===== src/hw/ctfs_defs.vh =====
// Constants for the channel transfer-function select block
// Notes on behaviour
// - in_p1 and in_p2 always use register one
// - in_p3 and in_p4 always use register two
// - in_p5 uses register three; in_p6 common
// - Without scan, pair select picks calibration register
// - Scanning maps both calibration inputs to three
// - Scan with calibration appends offset then gain
// - Active setting change restarts filter, drops ready
// - Inactive channel writes disturb nothing
// - Gain code n gives gain two to n
// - Polarity zero bipolar, one unipolar output scaling
// - Polarity change leaves held result untouched
// - Zero magnitude disconnects the offset DAC
// - Step 8.3 percent bipolar, 16.7 unipolar
// - Normal mode pair select chooses inputs
// - Scan steps inputs then calibration inputs
// - Mode field: normal, offset, gain, reserved
// - Register layout gain, polarity, offset; reset zero
`ifndef CTFS_DEFS_VH
`define CTFS_DEFS_VH
`define CTFS_GAIN_HI      7
`define CTFS_GAIN_LO      5
`define CTFS_POL_BIT      4
`define CTFS_DAC_SIGN     3
`define CTFS_DAC_MAG_HI   2
`define CTFS_DAC_MAG_LO   0
`define CTFS_TF_RESET     8'h00
`define CTFS_MODE_NORMAL  2'h0
`define CTFS_MODE_OFFSET  2'h1
`define CTFS_MODE_GAIN    2'h2
`define CTFS_SEL_ONE      2'h1
`define CTFS_SEL_TWO      2'h2
`define CTFS_SEL_THREE    2'h3
`define CTFS_SEL_NONE     2'h0
`define CTFS_SETTLE_US    100
`define CTFS_CLK_MHZ      40
`define CTFS_STEP_BI_TENTHS_PCT  83
`define CTFS_STEP_UNI_TENTHS_PCT 167
`endif


===== src/hw/ctfs_top.v =====
// Channel transfer-function select and restart control
`timescale 1ns/1ps
`default_nettype none
`include "ctfs_defs.vh"
module ctfs_top #(
  parameter SETTLE_CYC = `CTFS_SETTLE_US * `CTFS_CLK_MHZ
) (
  input  wire        ref_clk,
  input  wire        rst_n,
  input  wire [1:0]  tf_wr_sel,
  input  wire        tf_wr_en,
  input  wire [7:0]  tf_wr_data,
  input  wire        auto_sequence,
  input  wire        differential_select,
  input  wire [1:0]  cal_mode_sel,
  input  wire [1:0]  input_pair_sel,
  input  wire        conv_done,
  input  wire [17:0] filter_result,
  output reg  [7:0]  channel_transfer_one,
  output reg  [7:0]  channel_transfer_two,
  output reg  [7:0]  channel_transfer_three,
  output reg  [2:0]  scan_pos,
  output reg  [1:0]  active_reg_sel,
  output reg         forbidden,
  output reg  [7:0]  pga_gain,
  output reg         unipolar,
  output reg         dac_connect,
  output reg         dac_negative,
  output reg  [10:0] dac_tenths_pct,
  output reg  [2:0]  channel_tag,
  output reg         cal_channel,
  output reg         mod_reset,
  output reg         data_ready_n,
  output reg  [17:0] result_data
);
  localparam ST_RUN    = 1'b0;
  localparam ST_SETTLE = 1'b1;
  localparam [15:0] SETTLE_W = SETTLE_CYC;

  reg        state_r;
  reg [15:0] settle_cnt_r;
  reg [1:0]  sel_nxt;
  reg        forbid_nxt;
  reg [7:0]  tf_act;
  reg [2:0]  tag_nxt;
  reg        cal_nxt;
  reg [2:0]  last_pos;
  reg [6:0]  ctrl_prev_r;
  reg        pol_hold_r;
  wire [7:0] ctrl_now;
  wire       wr_active;
  wire       ctrl_change;

  // Active index from mode and scan position
  always @* begin
    sel_nxt    = `CTFS_SEL_NONE;
    forbid_nxt = 1'b0;
    tag_nxt    = 3'h0;
    cal_nxt    = 1'b0;
    last_pos   = 3'h0;
    if (cal_mode_sel == 2'h3) begin
      forbid_nxt = 1'b1;
    end else if (auto_sequence) begin
      if (differential_select) begin
        last_pos = (cal_mode_sel != `CTFS_MODE_NORMAL) ? 3'h4 : 3'h2;
        if (scan_pos < 3'h3) begin
          sel_nxt = scan_pos[1:0] + 2'h1;
          tag_nxt = 3'h4 + scan_pos;
        end else begin
          sel_nxt = `CTFS_SEL_THREE;
          tag_nxt = 3'h7;
          cal_nxt = 1'b1;
        end
      end else begin
        last_pos = (cal_mode_sel != `CTFS_MODE_NORMAL) ? 3'h6 : 3'h4;
        case (scan_pos)
          3'h0, 3'h1: sel_nxt = `CTFS_SEL_ONE;
          3'h2, 3'h3: sel_nxt = `CTFS_SEL_TWO;
          default:    sel_nxt = `CTFS_SEL_THREE;
        endcase
        tag_nxt = (scan_pos < 3'h4) ? scan_pos : 3'h7;
        cal_nxt = (scan_pos > 3'h4);
      end
    end else begin
      cal_nxt = (cal_mode_sel != `CTFS_MODE_NORMAL);
      if (differential_select) begin
        if (input_pair_sel == 2'h3) begin
          forbid_nxt = 1'b1;
        end else begin
          sel_nxt = input_pair_sel + 2'h1;
          tag_nxt = 3'h4 + {1'b0, input_pair_sel};
        end
      end else begin
        sel_nxt = input_pair_sel[1] ? `CTFS_SEL_TWO : `CTFS_SEL_ONE;
        tag_nxt = {1'b0, input_pair_sel};
      end
      if (cal_nxt) begin
        tag_nxt = 3'h7;
      end
    end
  end

  always @* begin
    case (sel_nxt)
      `CTFS_SEL_ONE:   tf_act = channel_transfer_one;
      `CTFS_SEL_TWO:   tf_act = channel_transfer_two;
      `CTFS_SEL_THREE: tf_act = channel_transfer_three;
      default:         tf_act = `CTFS_TF_RESET;
    endcase
  end

  assign ctrl_now    = tf_act;
  assign wr_active   = tf_wr_en && (tf_wr_sel == sel_nxt) && (sel_nxt != `CTFS_SEL_NONE);
  assign ctrl_change = wr_active && (tf_wr_data != ctrl_now);

  // Register file and decode
  always @(posedge ref_clk or negedge rst_n) begin
    if (!rst_n) begin
      channel_transfer_one   <= `CTFS_TF_RESET;
      channel_transfer_two   <= `CTFS_TF_RESET;
      channel_transfer_three <= `CTFS_TF_RESET;
      active_reg_sel         <= `CTFS_SEL_NONE;
      forbidden              <= 1'b0;
      pga_gain               <= 8'h01;
      unipolar               <= 1'b0;
      dac_connect            <= 1'b0;
      dac_negative           <= 1'b0;
      dac_tenths_pct         <= 11'h000;
      channel_tag            <= 3'h0;
      cal_channel            <= 1'b0;
    end else begin
      if (tf_wr_en) begin
        case (tf_wr_sel)
          `CTFS_SEL_ONE:   channel_transfer_one   <= tf_wr_data;
          `CTFS_SEL_TWO:   channel_transfer_two   <= tf_wr_data;
          `CTFS_SEL_THREE: channel_transfer_three <= tf_wr_data;
          default:         channel_transfer_one   <= channel_transfer_one;
        endcase
      end
      active_reg_sel <= sel_nxt;
      forbidden      <= forbid_nxt;
      channel_tag    <= tag_nxt;
      cal_channel    <= cal_nxt;
      pga_gain       <= 8'h01 << tf_act[`CTFS_GAIN_HI:`CTFS_GAIN_LO];
      unipolar       <= tf_act[`CTFS_POL_BIT];
      dac_negative   <= tf_act[`CTFS_DAC_SIGN];
      dac_connect    <= (tf_act[`CTFS_DAC_MAG_HI:`CTFS_DAC_MAG_LO] != 3'h0);
      dac_tenths_pct <= {8'h00, tf_act[2:0]} * (tf_act[`CTFS_POL_BIT] ?
                        11'd`CTFS_STEP_UNI_TENTHS_PCT : 11'd`CTFS_STEP_BI_TENTHS_PCT);
    end
  end

  // Scan position, restart and ready
  always @(posedge ref_clk or negedge rst_n) begin
    if (!rst_n) begin
      state_r      <= ST_SETTLE;
      settle_cnt_r <= 16'h0000;
      scan_pos     <= 3'h0;
      mod_reset    <= 1'b1;
      data_ready_n <= 1'b1;
      result_data  <= 18'h00000;
      ctrl_prev_r  <= 7'h00;
      pol_hold_r   <= 1'b0;
    end else begin
      ctrl_prev_r <= {auto_sequence, differential_select, cal_mode_sel, input_pair_sel, 1'b0};
      if (ctrl_change || (ctrl_prev_r != {auto_sequence, differential_select,
          cal_mode_sel, input_pair_sel, 1'b0})) begin
        state_r      <= ST_SETTLE;
        settle_cnt_r <= 16'h0000;
        mod_reset    <= 1'b1;
        data_ready_n <= 1'b1;
        if (ctrl_prev_r[6] != auto_sequence) begin
          scan_pos <= 3'h0;
        end
      end else begin
        case (state_r)
          ST_SETTLE: begin
            mod_reset <= 1'b0;
            if (settle_cnt_r == SETTLE_W - 16'h0001) begin
              state_r <= ST_RUN;
            end else begin
              settle_cnt_r <= settle_cnt_r + 16'h0001;
            end
          end
          ST_RUN: begin
            if (conv_done && !forbidden) begin
              result_data  <= filter_result;
              pol_hold_r   <= unipolar;
              data_ready_n <= 1'b0;
              if (auto_sequence) begin
                scan_pos     <= (scan_pos >= last_pos) ? 3'h0 : scan_pos + 3'h1;
                state_r      <= ST_SETTLE;
                settle_cnt_r <= 16'h0000;
              end
            end
          end
          default: state_r <= ST_SETTLE;
        endcase
      end
    end
  end
endmodule // ctfs_top
`default_nettype wire


===== config.mk =====
export PLATFORM = sky130hd
export DESIGN_NAME = ctfs_top
export DESIGN_NICKNAME = d
export VERILOG_FILES = /design/src/hw/ctfs_top.v
export VERILOG_INCLUDE_DIRS = /design/src /design/src/hw
export SDC_FILE = /design/constraint.sdc
export NUM_CORES = 1
export LEC_CHECK = 0
export BUFFER_PORTS_ARGS = -buffer_cell sky130_fd_sc_hd__buf_2
export CORE_MARGIN = 8
export CORE_UTILIZATION = 50
export DETAILED_ROUTE_END_ITERATION = 8
export PLACE_DENSITY = 0.83
export SLEW_MARGIN = 5
export SYNTH_ARGS = -nofsm -noshare
export SYNTH_HDL_FRONTEND = slang
export SYNTH_SLANG_ARGS = --single-unit

===== constraint.sdc =====
create_clock -name ref_clk -period 8.35 [get_ports ref_clk]
set_clock_uncertainty 0.2 [all_clocks]
set_input_delay 1.2525 -clock ref_clk [delete_from_list [all_inputs] [get_ports ref_clk]]
set_output_delay 1.2525 -clock ref_clk [all_outputs]
set_load 0.01 [all_outputs]

==> qor.txt, run 1 <==
Ordered list of cells on the worst path: buf_2, nand2b_1, a221oi_2, or3_1, inv_1, nand2_1, a21oi_1, a21oi_1, a21oi_1, ha_1, or2_2, ha_1, a21o_1, a21oi_1, o21bai_1, a21oi_1, o21bai_1, a21oi_1, xor2_1
Gate family responsible for the most delay along the worst path: compound AO/OA/AOI/OAI gates
Iteration-0 DRC count of the detailed router: 277
Drt via density: 5.59
Clock transition at path regs: 0.09 ns
Cell mode on critical path: sky130_fd_sc_hd__a21oi_1
Initial core utilization: 51.5%
Area taken by flip-flops and latches: 2480 um^2
Clock sink count: 99
RSZ-0062 raised after global routing: no
Cell Count Post-Placement: 736
Ports placed on the boundary: 114
Hold violation count in the final report: 0
Pin count of the biggest net entering global routing: 66
Ys async rst share: 100%
Number of buffers inserted by post-CTS setup repair: 0
Core footprint: 10300 um^2
Wire length of the first global-routing pass: 21.5 mm
Number of nets in the layout: 672
Maximum VDD drop: 0.000131 V
Number of warning messages in the yosys log: 0
Final slew viol count: 0
Multi-input combinational cell area: 2670 um^2
Sequential-to-total area share from yosys stat: 46.7%
Worst min-delay path category: reg -> reg
Die X: 119 um
Cell at the slowest stage of the critical path: sky130_fd_sc_hd__or3_1
Measured slew at the worst slew-check pin: 1.01 ns
Antenna-violating nets left: 0
Total Wirelength: 12.7 mm
Antenna diode instance count: 0
Power per cell area: 195 nW/um^2
Clock Tree Root: sky130_fd_sc_hd__clkbuf_8
Count of buffering cells on the critical path with inverters included: 2
Data arrival time of the critical path: 5.67 ns
Worst skew pair latency: 0.37 ns
Port-buffer cells: 113
Mapped Cells: 504
Delay of the slowest cell on the worst path: 0.63 ns
Placer's final routability congestion estimate: 0.913
Buffer depth of the longest clock path: 2
Critical-path maximum fanout: 15
Die height: 119 um
Detailed-routing iteration count for the pre-antenna-repair pass: 7
Via Count: 4202
All-layer global routing usage: 18.2%
Half-perimeter wire length after placement: 9.51 mm
Worst Setup End Kind: register
Total clock buffers created by CTS: 9
DR WL/cell: 16.8 um
CP required: 8.44 ns
Total placed instance area: 5970 um^2
Total of max-cap violations: 0
Layout cell share with drive strength beyond 1: 28.2%
Post-cts sizing count: 0
Static Leakage: 3.06 nW
Hold-fix buffers at CTS: 0
# H-tree levels: 3
Status: finished, final reports clean
Number of antenna violations at the first check in global routing: 0
Layout fillers: 855
Via count of the first global-routing pass: 4326
Most used flip-flop cell after synthesis: sky130_fd_sc_hd__dfrtp_1
Finish-stage setup viols: 0
Sum of negative setup slack: 0 ns
Number of distinct library cells after synthesis: 57
Number of enable-type register cells in the synthesized netlist: 0
Tightest slew margin relative to the limit: 32.5%
Setup Crit Path Kind: in -> reg
Slack of the critical path: 2.76 ns
Final cycle utilization of the critical path: 66.9%
DP Worst Slack: 2.48 ns
TritonCTS clock tree: done
Synth Register Bits: 99
Min Clock Period, post-route: 5.59 ns
Count of standard-cell rows: 37
P&R area growth vs syn: 16.0%
Layout Cells excl Fill: 752
Total non-filler cell area in the finished layout: 6170 um^2
Mean instance size in the synthesized netlist: 10.6 um^2
Post-route DRC violation count: 0
Post-synthesis instance area: 5320 um^2
Remaining global-route overflow: 0
Maximum operating frequency: 0.179 GHz
Die footprint: 14200 um^2
Element type at the critical path start: input pin
[power breakdown]
group | switching, W | internal [W] | total [W]
Clock | 0.000166 | 0.000149 | 0.000315
Sequential | 0.0000441 | 0.000534 | 0.000578
Combinational | 0.000175 | 0.000133 | 0.000309
[path summary, 6_finish.rpt]
check	start	endpoint	slack [ns]	depth (start not counted)
worst max-delay path	auto_sequence	dac_tenths_pct[9]	2.76	19
worst min-delay path	mod_reset	mod_reset	0.27	2
worst max register to register	scan_pos[0]	dac_tenths_pct[9]	3.08	19
worst min register to register	mod_reset	mod_reset	0.27	2
max in group asynchronous	rst_n	channel_transfer_three[5]	6.19	2
min in group asynchronous	rst_n	result_data[12]	0.62	1
[synthesized netlist by cell type, types with 4 or more instances]
master / number / share of area, %
sky130_fd_sc_hd__dfrtp_1: 95 / 45
sky130_fd_sc_hd__nand2_1: 36 / 2.5
sky130_fd_sc_hd__nor2_1: 36 / 2.5
sky130_fd_sc_hd__a21oi_1: 30 / 2.8
sky130_fd_sc_hd__xor2_1: 25 / 4.1
sky130_fd_sc_hd__ha_1: 22 / 5.2
sky130_fd_sc_hd__mux2_2: 21 / 4.4
sky130_fd_sc_hd__inv_1: 19 / 1.3
sky130_fd_sc_hd__nand2b_1: 19 / 2.2
sky130_fd_sc_hd__o21ai_0: 19 / 1.8
sky130_fd_sc_hd__nand3_1: 13 / 1.2
sky130_fd_sc_hd__mux2i_1: 11 / 2.1
sky130_fd_sc_hd__nand4_1: 11 / 1.3
sky130_fd_sc_hd__mux2_4: 10 / 2.8
sky130_fd_sc_hd__xnor2_1: 10 / 1.6
sky130_fd_sc_hd__and3_1: 9 / 1.1
sky130_fd_sc_hd__a31oi_1: 8 / 0.94
sky130_fd_sc_hd__clkbuf_1: 8 / 0.56
sky130_fd_sc_hd__mux2_1: 8 / 1.7
sky130_fd_sc_hd__nor2b_1: 7 / 0.82
sky130_fd_sc_hd__a21o_1: 5 / 0.71
sky130_fd_sc_hd__buf_2: 5 / 0.47
sky130_fd_sc_hd__nor3_1: 5 / 0.47
sky130_fd_sc_hd__o21bai_1: 5 / 0.71
sky130_fd_sc_hd__a211oi_1: 4 / 0.56
sky130_fd_sc_hd__and2_1: 4 / 0.47
sky130_fd_sc_hd__dfstp_2: 4 / 2.0
sky130_fd_sc_hd__nand3b_1: 4 / 0.56
sky130_fd_sc_hd__o31ai_1: 4 / 0.56
[logic make-up (layout without fill, tap and decap cells)]
family	count (synthesis)	in the layout	share of synthesized area [%]
AO/OA/AOI/OAI	101	101	12.7
XOR/XNOR	35	35	5.76
adder cells (fa/ha/maj)	23	23	5.55
buffers and inverters	39	150	3.29
flip-flops	99	99	46.7
multiplexers	50	50	11.0
other	1	2	0.0705
AND/OR/NAND/NOR	156	156	14.9
[per-stage QoR]
step	utilization (%)	hold WS, ns	total power, W
2_1_floorplan	-	0.274	0.000769
3_3_place_gp	57.8	0.259	0.000883
3_5_place_dp	57.8	0.261	0.000896
4_1_cts	59.8	0.278	0.00121
5_1_grt	59.8	0.292	0.00128
6_report	59.8	0.272	0.00120
[sequential cells by signal (all words and copies together) (netlist names), 2 cells and up]
name,flops
active_reg_sel,2
channel_tag,3
channel_transfer_one,8
channel_transfer_three,8
channel_transfer_two,8
ctrl_prev_r,6
dac_tenths_pct,11
pga_gain,8
result_data,18
scan_pos,3
settle_cnt_r,16
[per-layer routing]
layer / track usage, % / share of wire, %
met2: 29.3 / 48
met1: 22.6 / 43
met3: 5.01 / 7.1
met5: 0 / 0
met4: 7.91 / 2.7
[tightest hold or removal path: stages (launching register included)]
cell and delay [ns]:
sky130_fd_sc_hd__dfstp_2 0.38, sky130_fd_sc_hd__inv_1 0.04, sky130_fd_sc_hd__o21ai_0 0.06
[cell usage in the layout, fill, tap and decap left out, types with 4 or more instances in the layout]
master                     Yosys  routed
sky130_fd_sc_hd__nand4_1      11      11
sky130_fd_sc_hd__o21ai_0      19      19
sky130_fd_sc_hd__nor2_1       36      36
sky130_fd_sc_hd__o31ai_1       4       4
sky130_fd_sc_hd__xnor2_1      10      10
sky130_fd_sc_hd__mux2_4       10      10
sky130_fd_sc_hd__dfrtp_1      95      95
sky130_fd_sc_hd__nor2b_1       7       7
sky130_fd_sc_hd__nand2_1      36      36
sky130_fd_sc_hd__buf_2         5     112
sky130_fd_sc_hd__ha_1         22      22
sky130_fd_sc_hd__nor3_1        5       5
sky130_fd_sc_hd__nand3_1      13      13
sky130_fd_sc_hd__o21bai_1      5       5
sky130_fd_sc_hd__a211oi_1      4       4
sky130_fd_sc_hd__mux2_2       21      21
sky130_fd_sc_hd__nand3b_1      4       4
sky130_fd_sc_hd__clkbuf_8      0      10
sky130_fd_sc_hd__dfstp_2       4       4
sky130_fd_sc_hd__a21oi_1      30      30
sky130_fd_sc_hd__nand2b_1     19      19
sky130_fd_sc_hd__a31oi_1       8       8
sky130_fd_sc_hd__mux2_1        8       8
sky130_fd_sc_hd__inv_1        19      19
sky130_fd_sc_hd__and2_1        4       4
sky130_fd_sc_hd__and3_1        9       9
sky130_fd_sc_hd__mux2i_1      11      11
sky130_fd_sc_hd__xor2_1       25      25
sky130_fd_sc_hd__a21o_1        5       5
[layout make-up]
type / count / share of cell area [%]
multi-input cells: 367 / 43.2
inverters: 20 / 1.22
flip-flops and latches: 99 / 40.2
well taps: 136 / 2.76
repair buffers: 114 / 9.33
clock buffers: 11 / 2.29
clock inverters: 5 / 0.973
No activity file was read; power rests on OpenSTA's default activity.
==> inputs of run 2 (changes only) <==
--- a/config.mk
+++ b/config.mk
@@ -6,11 +6,12 @@
 export SDC_FILE = /design/constraint.sdc
 export NUM_CORES = 1
 export LEC_CHECK = 0
+export ABC_AREA = 1
 export BUFFER_PORTS_ARGS = -buffer_cell sky130_fd_sc_hd__buf_2
 export CORE_MARGIN = 8
 export CORE_UTILIZATION = 50
 export DETAILED_ROUTE_END_ITERATION = 8
-export PLACE_DENSITY = 0.83
+export PLACE_DENSITY = 0.84
 export SLEW_MARGIN = 5
 export SYNTH_ARGS = -nofsm -noshare
 export SYNTH_HDL_FRONTEND = slang
==> constraint.sdc (replaced) <==
create_clock -name ref_clk -period 5.4 [get_ports ref_clk]
set_clock_uncertainty 0.2 [all_clocks]
set_input_delay 0.81 -clock ref_clk [delete_from_list [all_inputs] [get_ports ref_clk]]
set_output_delay 0.81 -clock ref_clk [all_outputs]
set_load 0.01 [all_outputs]
==> qor.txt, run 2 <==
Mapped Cells: 590
Hold-fix buffers at CTS: 0
Status: finished, final reports clean
Final cycle utilization of the critical path: 77.6%
Drt via density: 5.19
Clock sink count: 99
Number of warning messages in the yosys log: 0
Number of antenna violations at the first check in global routing: 0
Net switching fraction of the power: 32.2%
Post-cts sizing count: 0
Hold violation count in the final report: 0
Static Leakage: 3.29 nW
DR WL/cell: 14.9 um
Remaining global-route overflow: 0
Biggest area contributors in the synthesized netlist: sky130_fd_sc_hd__dfrtp_1 (47%), sky130_fd_sc_hd__nand2_1 (14%), sky130_fd_sc_hd__ha_1 (5.5%)
Half-perimeter wire length after placement: 9.37 mm
Worst skew pair latency: 0.38 ns
Layout cell share with drive strength beyond 1: 23.6%
Antenna-violating nets left: 0
Combinational share of power: 21.6%
Initial core utilization: 51.4%
Setup Crit Path Kind: in -> reg
Cell types with the highest counts after synthesis: sky130_fd_sc_hd__nand2_1 (189), sky130_fd_sc_hd__dfrtp_1 (95), sky130_fd_sc_hd__inv_1 (54)
Cell accounting for the most synthesized area: sky130_fd_sc_hd__dfrtp_1
Register ranked first by flip-flop count: result_data
Die height: 116 um
Wire length of the first global-routing pass: 19.9 mm
Maximum operating frequency: 0.239 GHz
Commonest cells after routing, fill and taps aside: sky130_fd_sc_hd__nand2_1 (189), sky130_fd_sc_hd__buf_2 (112), sky130_fd_sc_hd__dfrtp_1 (95)
Measured slew at the worst slew-check pin: 0.767 ns
Int Pwr: 0.00111 W
Worst min-delay path category: in -> async
Post-synthesis instance area: 5020 um^2
Number of enable-type register cells in the synthesized netlist: 0
Net switching power figure: 0.000528 W
Layout fillers: 858
FF-to-FF path depth: 20
R2R Path Start: scan_pos[0]
Ys async rst share: 100%
Clock transition at path regs: 0.11 ns
Ports placed on the boundary: 114
Via Count: 4370
Count leader, synth: sky130_fd_sc_hd__nand2_1
Crit. Startpoint: input_pair_sel[0]
Terminus of the critical flop-to-flop path: dac_tenths_pct[10]
Post-route DRC violation count: 0
Port-buffer cells: 113
Clock Tree Root: sky130_fd_sc_hd__clkbuf_8
All-layer global routing usage: 18.7%
Largest registers: result_data x18, settle_cnt_r x16, dac_tenths_pct x11
Iteration-0 DRC count of the detailed router: 359
Count of standard-cell rows: 36
TritonCTS clock tree: done
Die footprint: 13500 um^2
Worst Setup End Kind: register
Buffer depth of the longest clock path: 2
Total of max-cap violations: 0
Number of buffers inserted by post-CTS setup repair: 0
Maximum VDD drop: 0.000140 V
P&R area growth vs syn: 16.6%
Top cell type's share of synthesized area: 47.3%
CP required: 5.48 ns
Most used flip-flop cell after synthesis: sky130_fd_sc_hd__dfrtp_1
# H-tree levels: 3
Core footprint: 9770 um^2
End of the critical path: dac_tenths_pct[10]
Via count of the first global-routing pass: 4217
Data arrival time of the critical path: 4.27 ns
Mean instance size in the synthesized netlist: 8.51 um^2
Part of the total power dissipated in the clock network: 26.5%
Total placed instance area: 5680 um^2
Total Wirelength: 12.5 mm
Most common library cell in the layout ignoring fill and taps: sky130_fd_sc_hd__nand2_1
Finish-stage setup viols: 0
Pin count of the biggest net entering global routing: 63
Total clock buffers created by CTS: 9
Final slew viol count: 0
Critical-path maximum fanout: 11
Min Clock Period, post-route: 4.19 ns
Power per cell area: 280 nW/um^2
Sequential-to-total area share from yosys stat: 49.4%
Detailed-routing iteration count for the pre-antenna-repair pass: 5
Synth Register Bits: 99
R2r setup slk: 1.31 ns
Number of nets in the layout: 764
Number of distinct library cells after synthesis: 44
Sequential share of power: 52.0%
Element type at the critical path start: input pin
Worst hold slack after final layout: 0.186 ns
Number of flip-flops under the largest register name: 18
RSZ-0062 raised after global routing: no
Sum of negative setup slack: 0 ns
Total non-filler cell area in the finished layout: 5860 um^2
Placer's final routability congestion estimate: 0.925
Tightest slew margin relative to the limit: 48.9%
Die X: 116 um
## run 2: cell count changes after synthesis, sizes merged, moves of 11 or more
cell,before,now
nand2,36,197
mux2,39,0
nand2b,19,0
xor2,25,12
nand3,13,40
a21oi,30,12
mux2i,11,0
o21ai,23,36
nor2,36,50
inv,20,61
## run 2: cell families after synthesis
family | share of synthesized area [%]
AND/OR/NAND/NOR | 28.5
flip-flops | 49.4
buffers and inverters | 6.30
AO/OA/AOI/OAI | 7.55
adder cells (fa/ha/maj) | 5.88
XOR/XNOR | 2.27
other | 0.0746
## run 2: how the worst min path moves through the flow
| stage | from | to | slack (ns) | cells after the start |
|---|---|---|---|---|
| 6_report | rst_n | result_data[6] | 0.19 | 1 |
| 3_5_place_dp | result_data[13] | result_data[13] | 0.26 | 2 |
| 5_1_grt | rst_n | result_data[2] | 0.21 | 1 |
| 4_1_cts | rst_n | result_data[6] | 0.20 | 1 |
| 2_1_floorplan | settle_cnt_r[7] | settle_cnt_r[7] | 0.27 | 2 |
| 3_3_place_gp | result_data[14] | result_data[14] | 0.25 | 2 |
## run 2: stage by stage
stage / total power, W / util (%) / setup slack (ns) / instances
floorplan: 0.00107 / - / 1.53 / 591
global placement: 0.00121 / 58.2 / 1.04 / 825
detailed placement: 0.00122 / 58.2 / 0.848 / 825
CTS: 0.00165 / 59.9 / 1.24 / 841
global route: 0.00173 / 59.9 / 0.956 / 841
finish: 0.00164 / 59.9 / 1.21 / 842
## run 2: routing by layer
metal | global-route usage [%] | share of wire (%) | up-vias
li1 | - | - | 2135
met1 | 23.5 | 43 | 2018
met2 | 30.8 | 47 | 200
met3 | 3.93 | 8.2 | 17
met4 | 7.26 | 1.7 | 0
met5 | 0 | 0 | -
## run 2: cell type report
| cell class | count | area (um^2) | area share [%] |
|---|---|---|---|
| inverters | 61 | 231 | 3.95 |
| clock inverters | 5 | 37.5 | 0.641 |
| diodes | 1 | 2.50 | 0.0427 |
| repair buffers | 114 | 576 | 9.83 |
| clock buffers | 11 | 131 | 2.24 |
| multi-input cells | 418 | 2230 | 38.1 |
| well taps | 133 | 166 | 2.84 |
| flip-flops and latches | 99 | 2480 | 42.4 |
## run 2: worst max-delay path, stage by stage
cell and delay, ns:
sky130_fd_sc_hd__buf_2 0.13, sky130_fd_sc_hd__inv_1 0.08, sky130_fd_sc_hd__ha_1 0.30, sky130_fd_sc_hd__nand3_1 0.08, sky130_fd_sc_hd__nand3_1 0.08, sky130_fd_sc_hd__nor2_2 0.13, sky130_fd_sc_hd__nand2_4 0.10, sky130_fd_sc_hd__inv_2 0.20
sky130_fd_sc_hd__nor2_2 0.09, sky130_fd_sc_hd__nand2_1 0.12, sky130_fd_sc_hd__nand3_2 0.15, sky130_fd_sc_hd__nand2_1 0.12, sky130_fd_sc_hd__inv_1 0.07, sky130_fd_sc_hd__ha_1 0.29, sky130_fd_sc_hd__ha_1 0.23, sky130_fd_sc_hd__fa_1 0.40
sky130_fd_sc_hd__a31oi_1 0.27, sky130_fd_sc_hd__nor2_1 0.06, sky130_fd_sc_hd__o21ai_0 0.20, sky130_fd_sc_hd__nand2_1 0.13, sky130_fd_sc_hd__a21oi_1 0.15, sky130_fd_sc_hd__nor2_1 0.05
## run 2: power by group through the flow
stage / clock network, W / registers (W) / logic, W
2_1_floorplan: 0 / 0.000898 / 0.000167
3_3_place_gp: 0 / 0.000866 / 0.000349
3_5_place_dp: 0 / 0.000866 / 0.000356
4_1_cts: 0.000442 / 0.000852 / 0.000359
5_1_grt: 0.000477 / 0.000860 / 0.000396
6_report: 0.000435 / 0.000853 / 0.000354
==> inputs of run 3 (changes only) <==
--- a/config.mk
+++ b/config.mk
@@ -6,12 +6,12 @@
 export SDC_FILE = /design/constraint.sdc
 export NUM_CORES = 1
 export LEC_CHECK = 0
-export ABC_AREA = 1
+export ABC_AREA = 0
 export BUFFER_PORTS_ARGS = -buffer_cell sky130_fd_sc_hd__buf_2
 export CORE_MARGIN = 8
 export CORE_UTILIZATION = 50
 export DETAILED_ROUTE_END_ITERATION = 8
-export PLACE_DENSITY = 0.84
+export PLACE_DENSITY = 0.83
 export SLEW_MARGIN = 5
 export SYNTH_ARGS = -nofsm -noshare
 export SYNTH_HDL_FRONTEND = slang
==> constraint.sdc (replaced) <==
create_clock -name ref_clk -period 4.18 [get_ports ref_clk]
set_clock_uncertainty 0.2 [all_clocks]
set_input_delay 0.627 -clock ref_clk [delete_from_list [all_inputs] [get_ports ref_clk]]
set_output_delay 0.627 -clock ref_clk [all_outputs]
set_load 0.01 [all_outputs]
==> qor.txt, run 3 (same netlist as run 1, synthesis figures left out) <==
Layout Cells excl Fill: 793
Data arrival time of the critical path: 4.09 ns
Cell Count Post-Placement: 777
Met2 wire len: 6.93 mm
Pwr Total: 0.00240 W
Maximum VDD drop: 0.000261 V
CP required: 4.28 ns
Wire length on met3: 638 um
Number of buffers inserted by post-CTS setup repair: 0
Finish-stage setup viols: 0
DR WL/cell: 17.2 um
Maximum operating frequency: 0.251 GHz
Min Clock Period, post-route: 3.99 ns
Drt via density: 5.51
Via Count: 4370
All-layer global routing usage: 19.4%
Ports placed on the boundary: 114
Remaining global-route overflow: 0
Initial core utilization: 51.5%
Wire length of the first global-routing pass: 22.6 mm
Power per cell area: 369 nW/um^2
TritonCTS clock tree: done
Layout cell share with drive strength beyond 1: 34.2%
Cell at the slowest stage of the critical path: sky130_fd_sc_hd__dfrtp_1
Largest registers: result_data x18, settle_cnt_r x16, dac_tenths_pct x11
Element type at the critical path start: register
Count of standard-cell rows: 37
Clock sink count: 99
P&R area growth vs syn: 22.2%
Worst Setup End Kind: register
Number of antenna violations at the first check in global routing: 0
Ordered list of cells on the worst path: inv_1, ha_1, a221oi_2, or3_4, buf_4, mux2i_1, nand2_1, o211a_1, ha_1, or2_2, ha_1, a21o_1, a21oi_2, o21bai_1, a21oi_2, o21bai_1, a21oi_2, xor2_1
Total Wirelength: 13.6 mm
Register ranked first by flip-flop count: result_data
Highest metal layer with signal wires: met4
RSZ-0062 raised after global routing: no
Number of flip-flops under the largest register name: 18
Antenna-violating nets left: 0
Placer's final routability congestion estimate: 0.921
Tightest slew margin relative to the limit: 24.7%
Port-buffer cells: 113
Via count of the first global-routing pass: 4550
Most common library cell in the layout ignoring fill and taps: sky130_fd_sc_hd__buf_2
Total clock buffers created by CTS: 9
Critical-path maximum fanout: 6
Hold violation count in the final report: 0
Die height: 119 um
Pin count of the biggest net entering global routing: 90
Post-route DRC violation count: 0
Commonest cells after routing, fill and taps aside: sky130_fd_sc_hd__buf_2 (112), sky130_fd_sc_hd__dfrtp_1 (95), sky130_fd_sc_hd__buf_4 (43)
Half-perimeter wire length after placement: 10.1 mm
Final slew viol count: 0
Detailed-routing iteration count for the pre-antenna-repair pass: 4
Setup Crit Path Kind: reg -> reg
# H-tree levels: 3
Total of max-cap violations: 0
Status: finished, final reports clean
Detailed-route wire length on metal 1: 5.67 mm
Clock transition at path regs: 0.09 ns
Antenna diode instance count: 0
Delay of the slowest cell on the worst path: 0.36 ns
Layout fillers: 802
Die footprint: 14200 um^2
Core footprint: 10300 um^2
Worst skew pair latency: 0.37 ns
Die X: 119 um
Iteration-0 DRC count of the detailed router: 263
Buffer depth of the longest clock path: 2
Final cycle utilization of the critical path: 95.5%
Static Leakage: 3.24 nW
Clock Tree Root: sky130_fd_sc_hd__clkbuf_8
Worst min-delay path category: in -> async
Measured slew at the worst slew-check pin: 1.13 ns
Number of nets in the layout: 713
==> run 3: cell types whose count changed in the layout (fill, tap and decap cells not counted), sizes merged, moves of 9 or more <==
cell and change:
buf +41, and3 +9, xnor2 +9, o21ai -13, inv -43, mux2 +39, nor2 -14, mux2i +11
nand3 -27, a21oi +18, nand2b +19, nand2 -161, xor2 +13
==> run 3: timing repair <==
action | 4_1_cts | 5_1_grt
endpoints found under the setup margin | 0 | 3
hold buffers | 0 | 0
hold endpoints to repair | 0 | 0
resized for setup | 0 | 3
==> run 3: routing by layer <==
metal / up-vias / global-route usage [%]
li1: 2067 / -
met1: 2143 / 23.2
met2: 124 / 33.6
met3: 36 / 4.06
met4: 0 / 7.27
met5: - / 0
==> run 3: worst paths after layout <==
path / cells after the start / slack [ns] / start / endpoint
max: 18 / 0.19 / scan_pos[0] / dac_tenths_pct[9]
max reg2reg: 18 / 0.19 / scan_pos[0] / dac_tenths_pct[9]
max in group asynchronous: 2 / 2.66 / rst_n / mod_reset
min reg2reg: 2 / 0.28 / mod_reset / mod_reset
min: 1 / 0.23 / rst_n / channel_transfer_three[4]
min in group ref_clk: 1 / 0.23 / cal_mode_sel[1] / ctrl_prev_r[4]
==> run 3: layout make-up <==
type	instances	area [um^2]	share of cell area, %
flip-flops and latches	99	2480	38.2
well taps	136	170	2.62
clock inverters	4	27.5	0.424
repair buffers	155	883	13.6
multi-input cells	367	2710	41.7
clock buffers	12	145	2.23
inverters	20	80.1	1.23
==> run 3: where the power goes <==
part / switching (W) / leakage [nW] / internal, W
registers: 0.0000889 / 1.27 / 0.00107
logic: 0.000368 / 1.90 / 0.000316
clock network: 0.000327 / 0.0786 / 0.000232
total: 0.000784 / 3.24 / 0.00162
==> run 3: through the flow <==
| stage | area (um^2) | TNS, ns | hold slack [ns] | utilization, % | worst slack [ns] |
|---|---|---|---|---|---|
| floorplan | 5370 | -0.0445 | 0.131 | - | -0.0445 |
| CTS | 6490 | 0 | 0.217 | 62.8 | 0.0955 |
| global route | 6500 | 0 | 0.224 | 62.9 | 0.0325 |
| finish | 6500 | 0 | 0.230 | 62.9 | 0.188 |
| detailed placement | 6310 | -0.515 | 0.269 | 61.2 | -0.223 |
| global placement | 6310 | -0.106 | 0.256 | 61.2 | -0.0589 |
==> run 3: worst max-delay path: cells and delay by family, from the launching register on <==
kind | cells | cell delay (ns)
AND/OR/NAND/NOR | 3 | 0.65
flip-flops | 1 | 0.36
buffers and inverters | 2 | 0.17
XOR/XNOR | 1 | 0.17
adder cells (fa/ha/maj) | 3 | 0.80
multiplexers | 1 | 0.25
AO/OA/AOI/OAI | 8 | 1.32
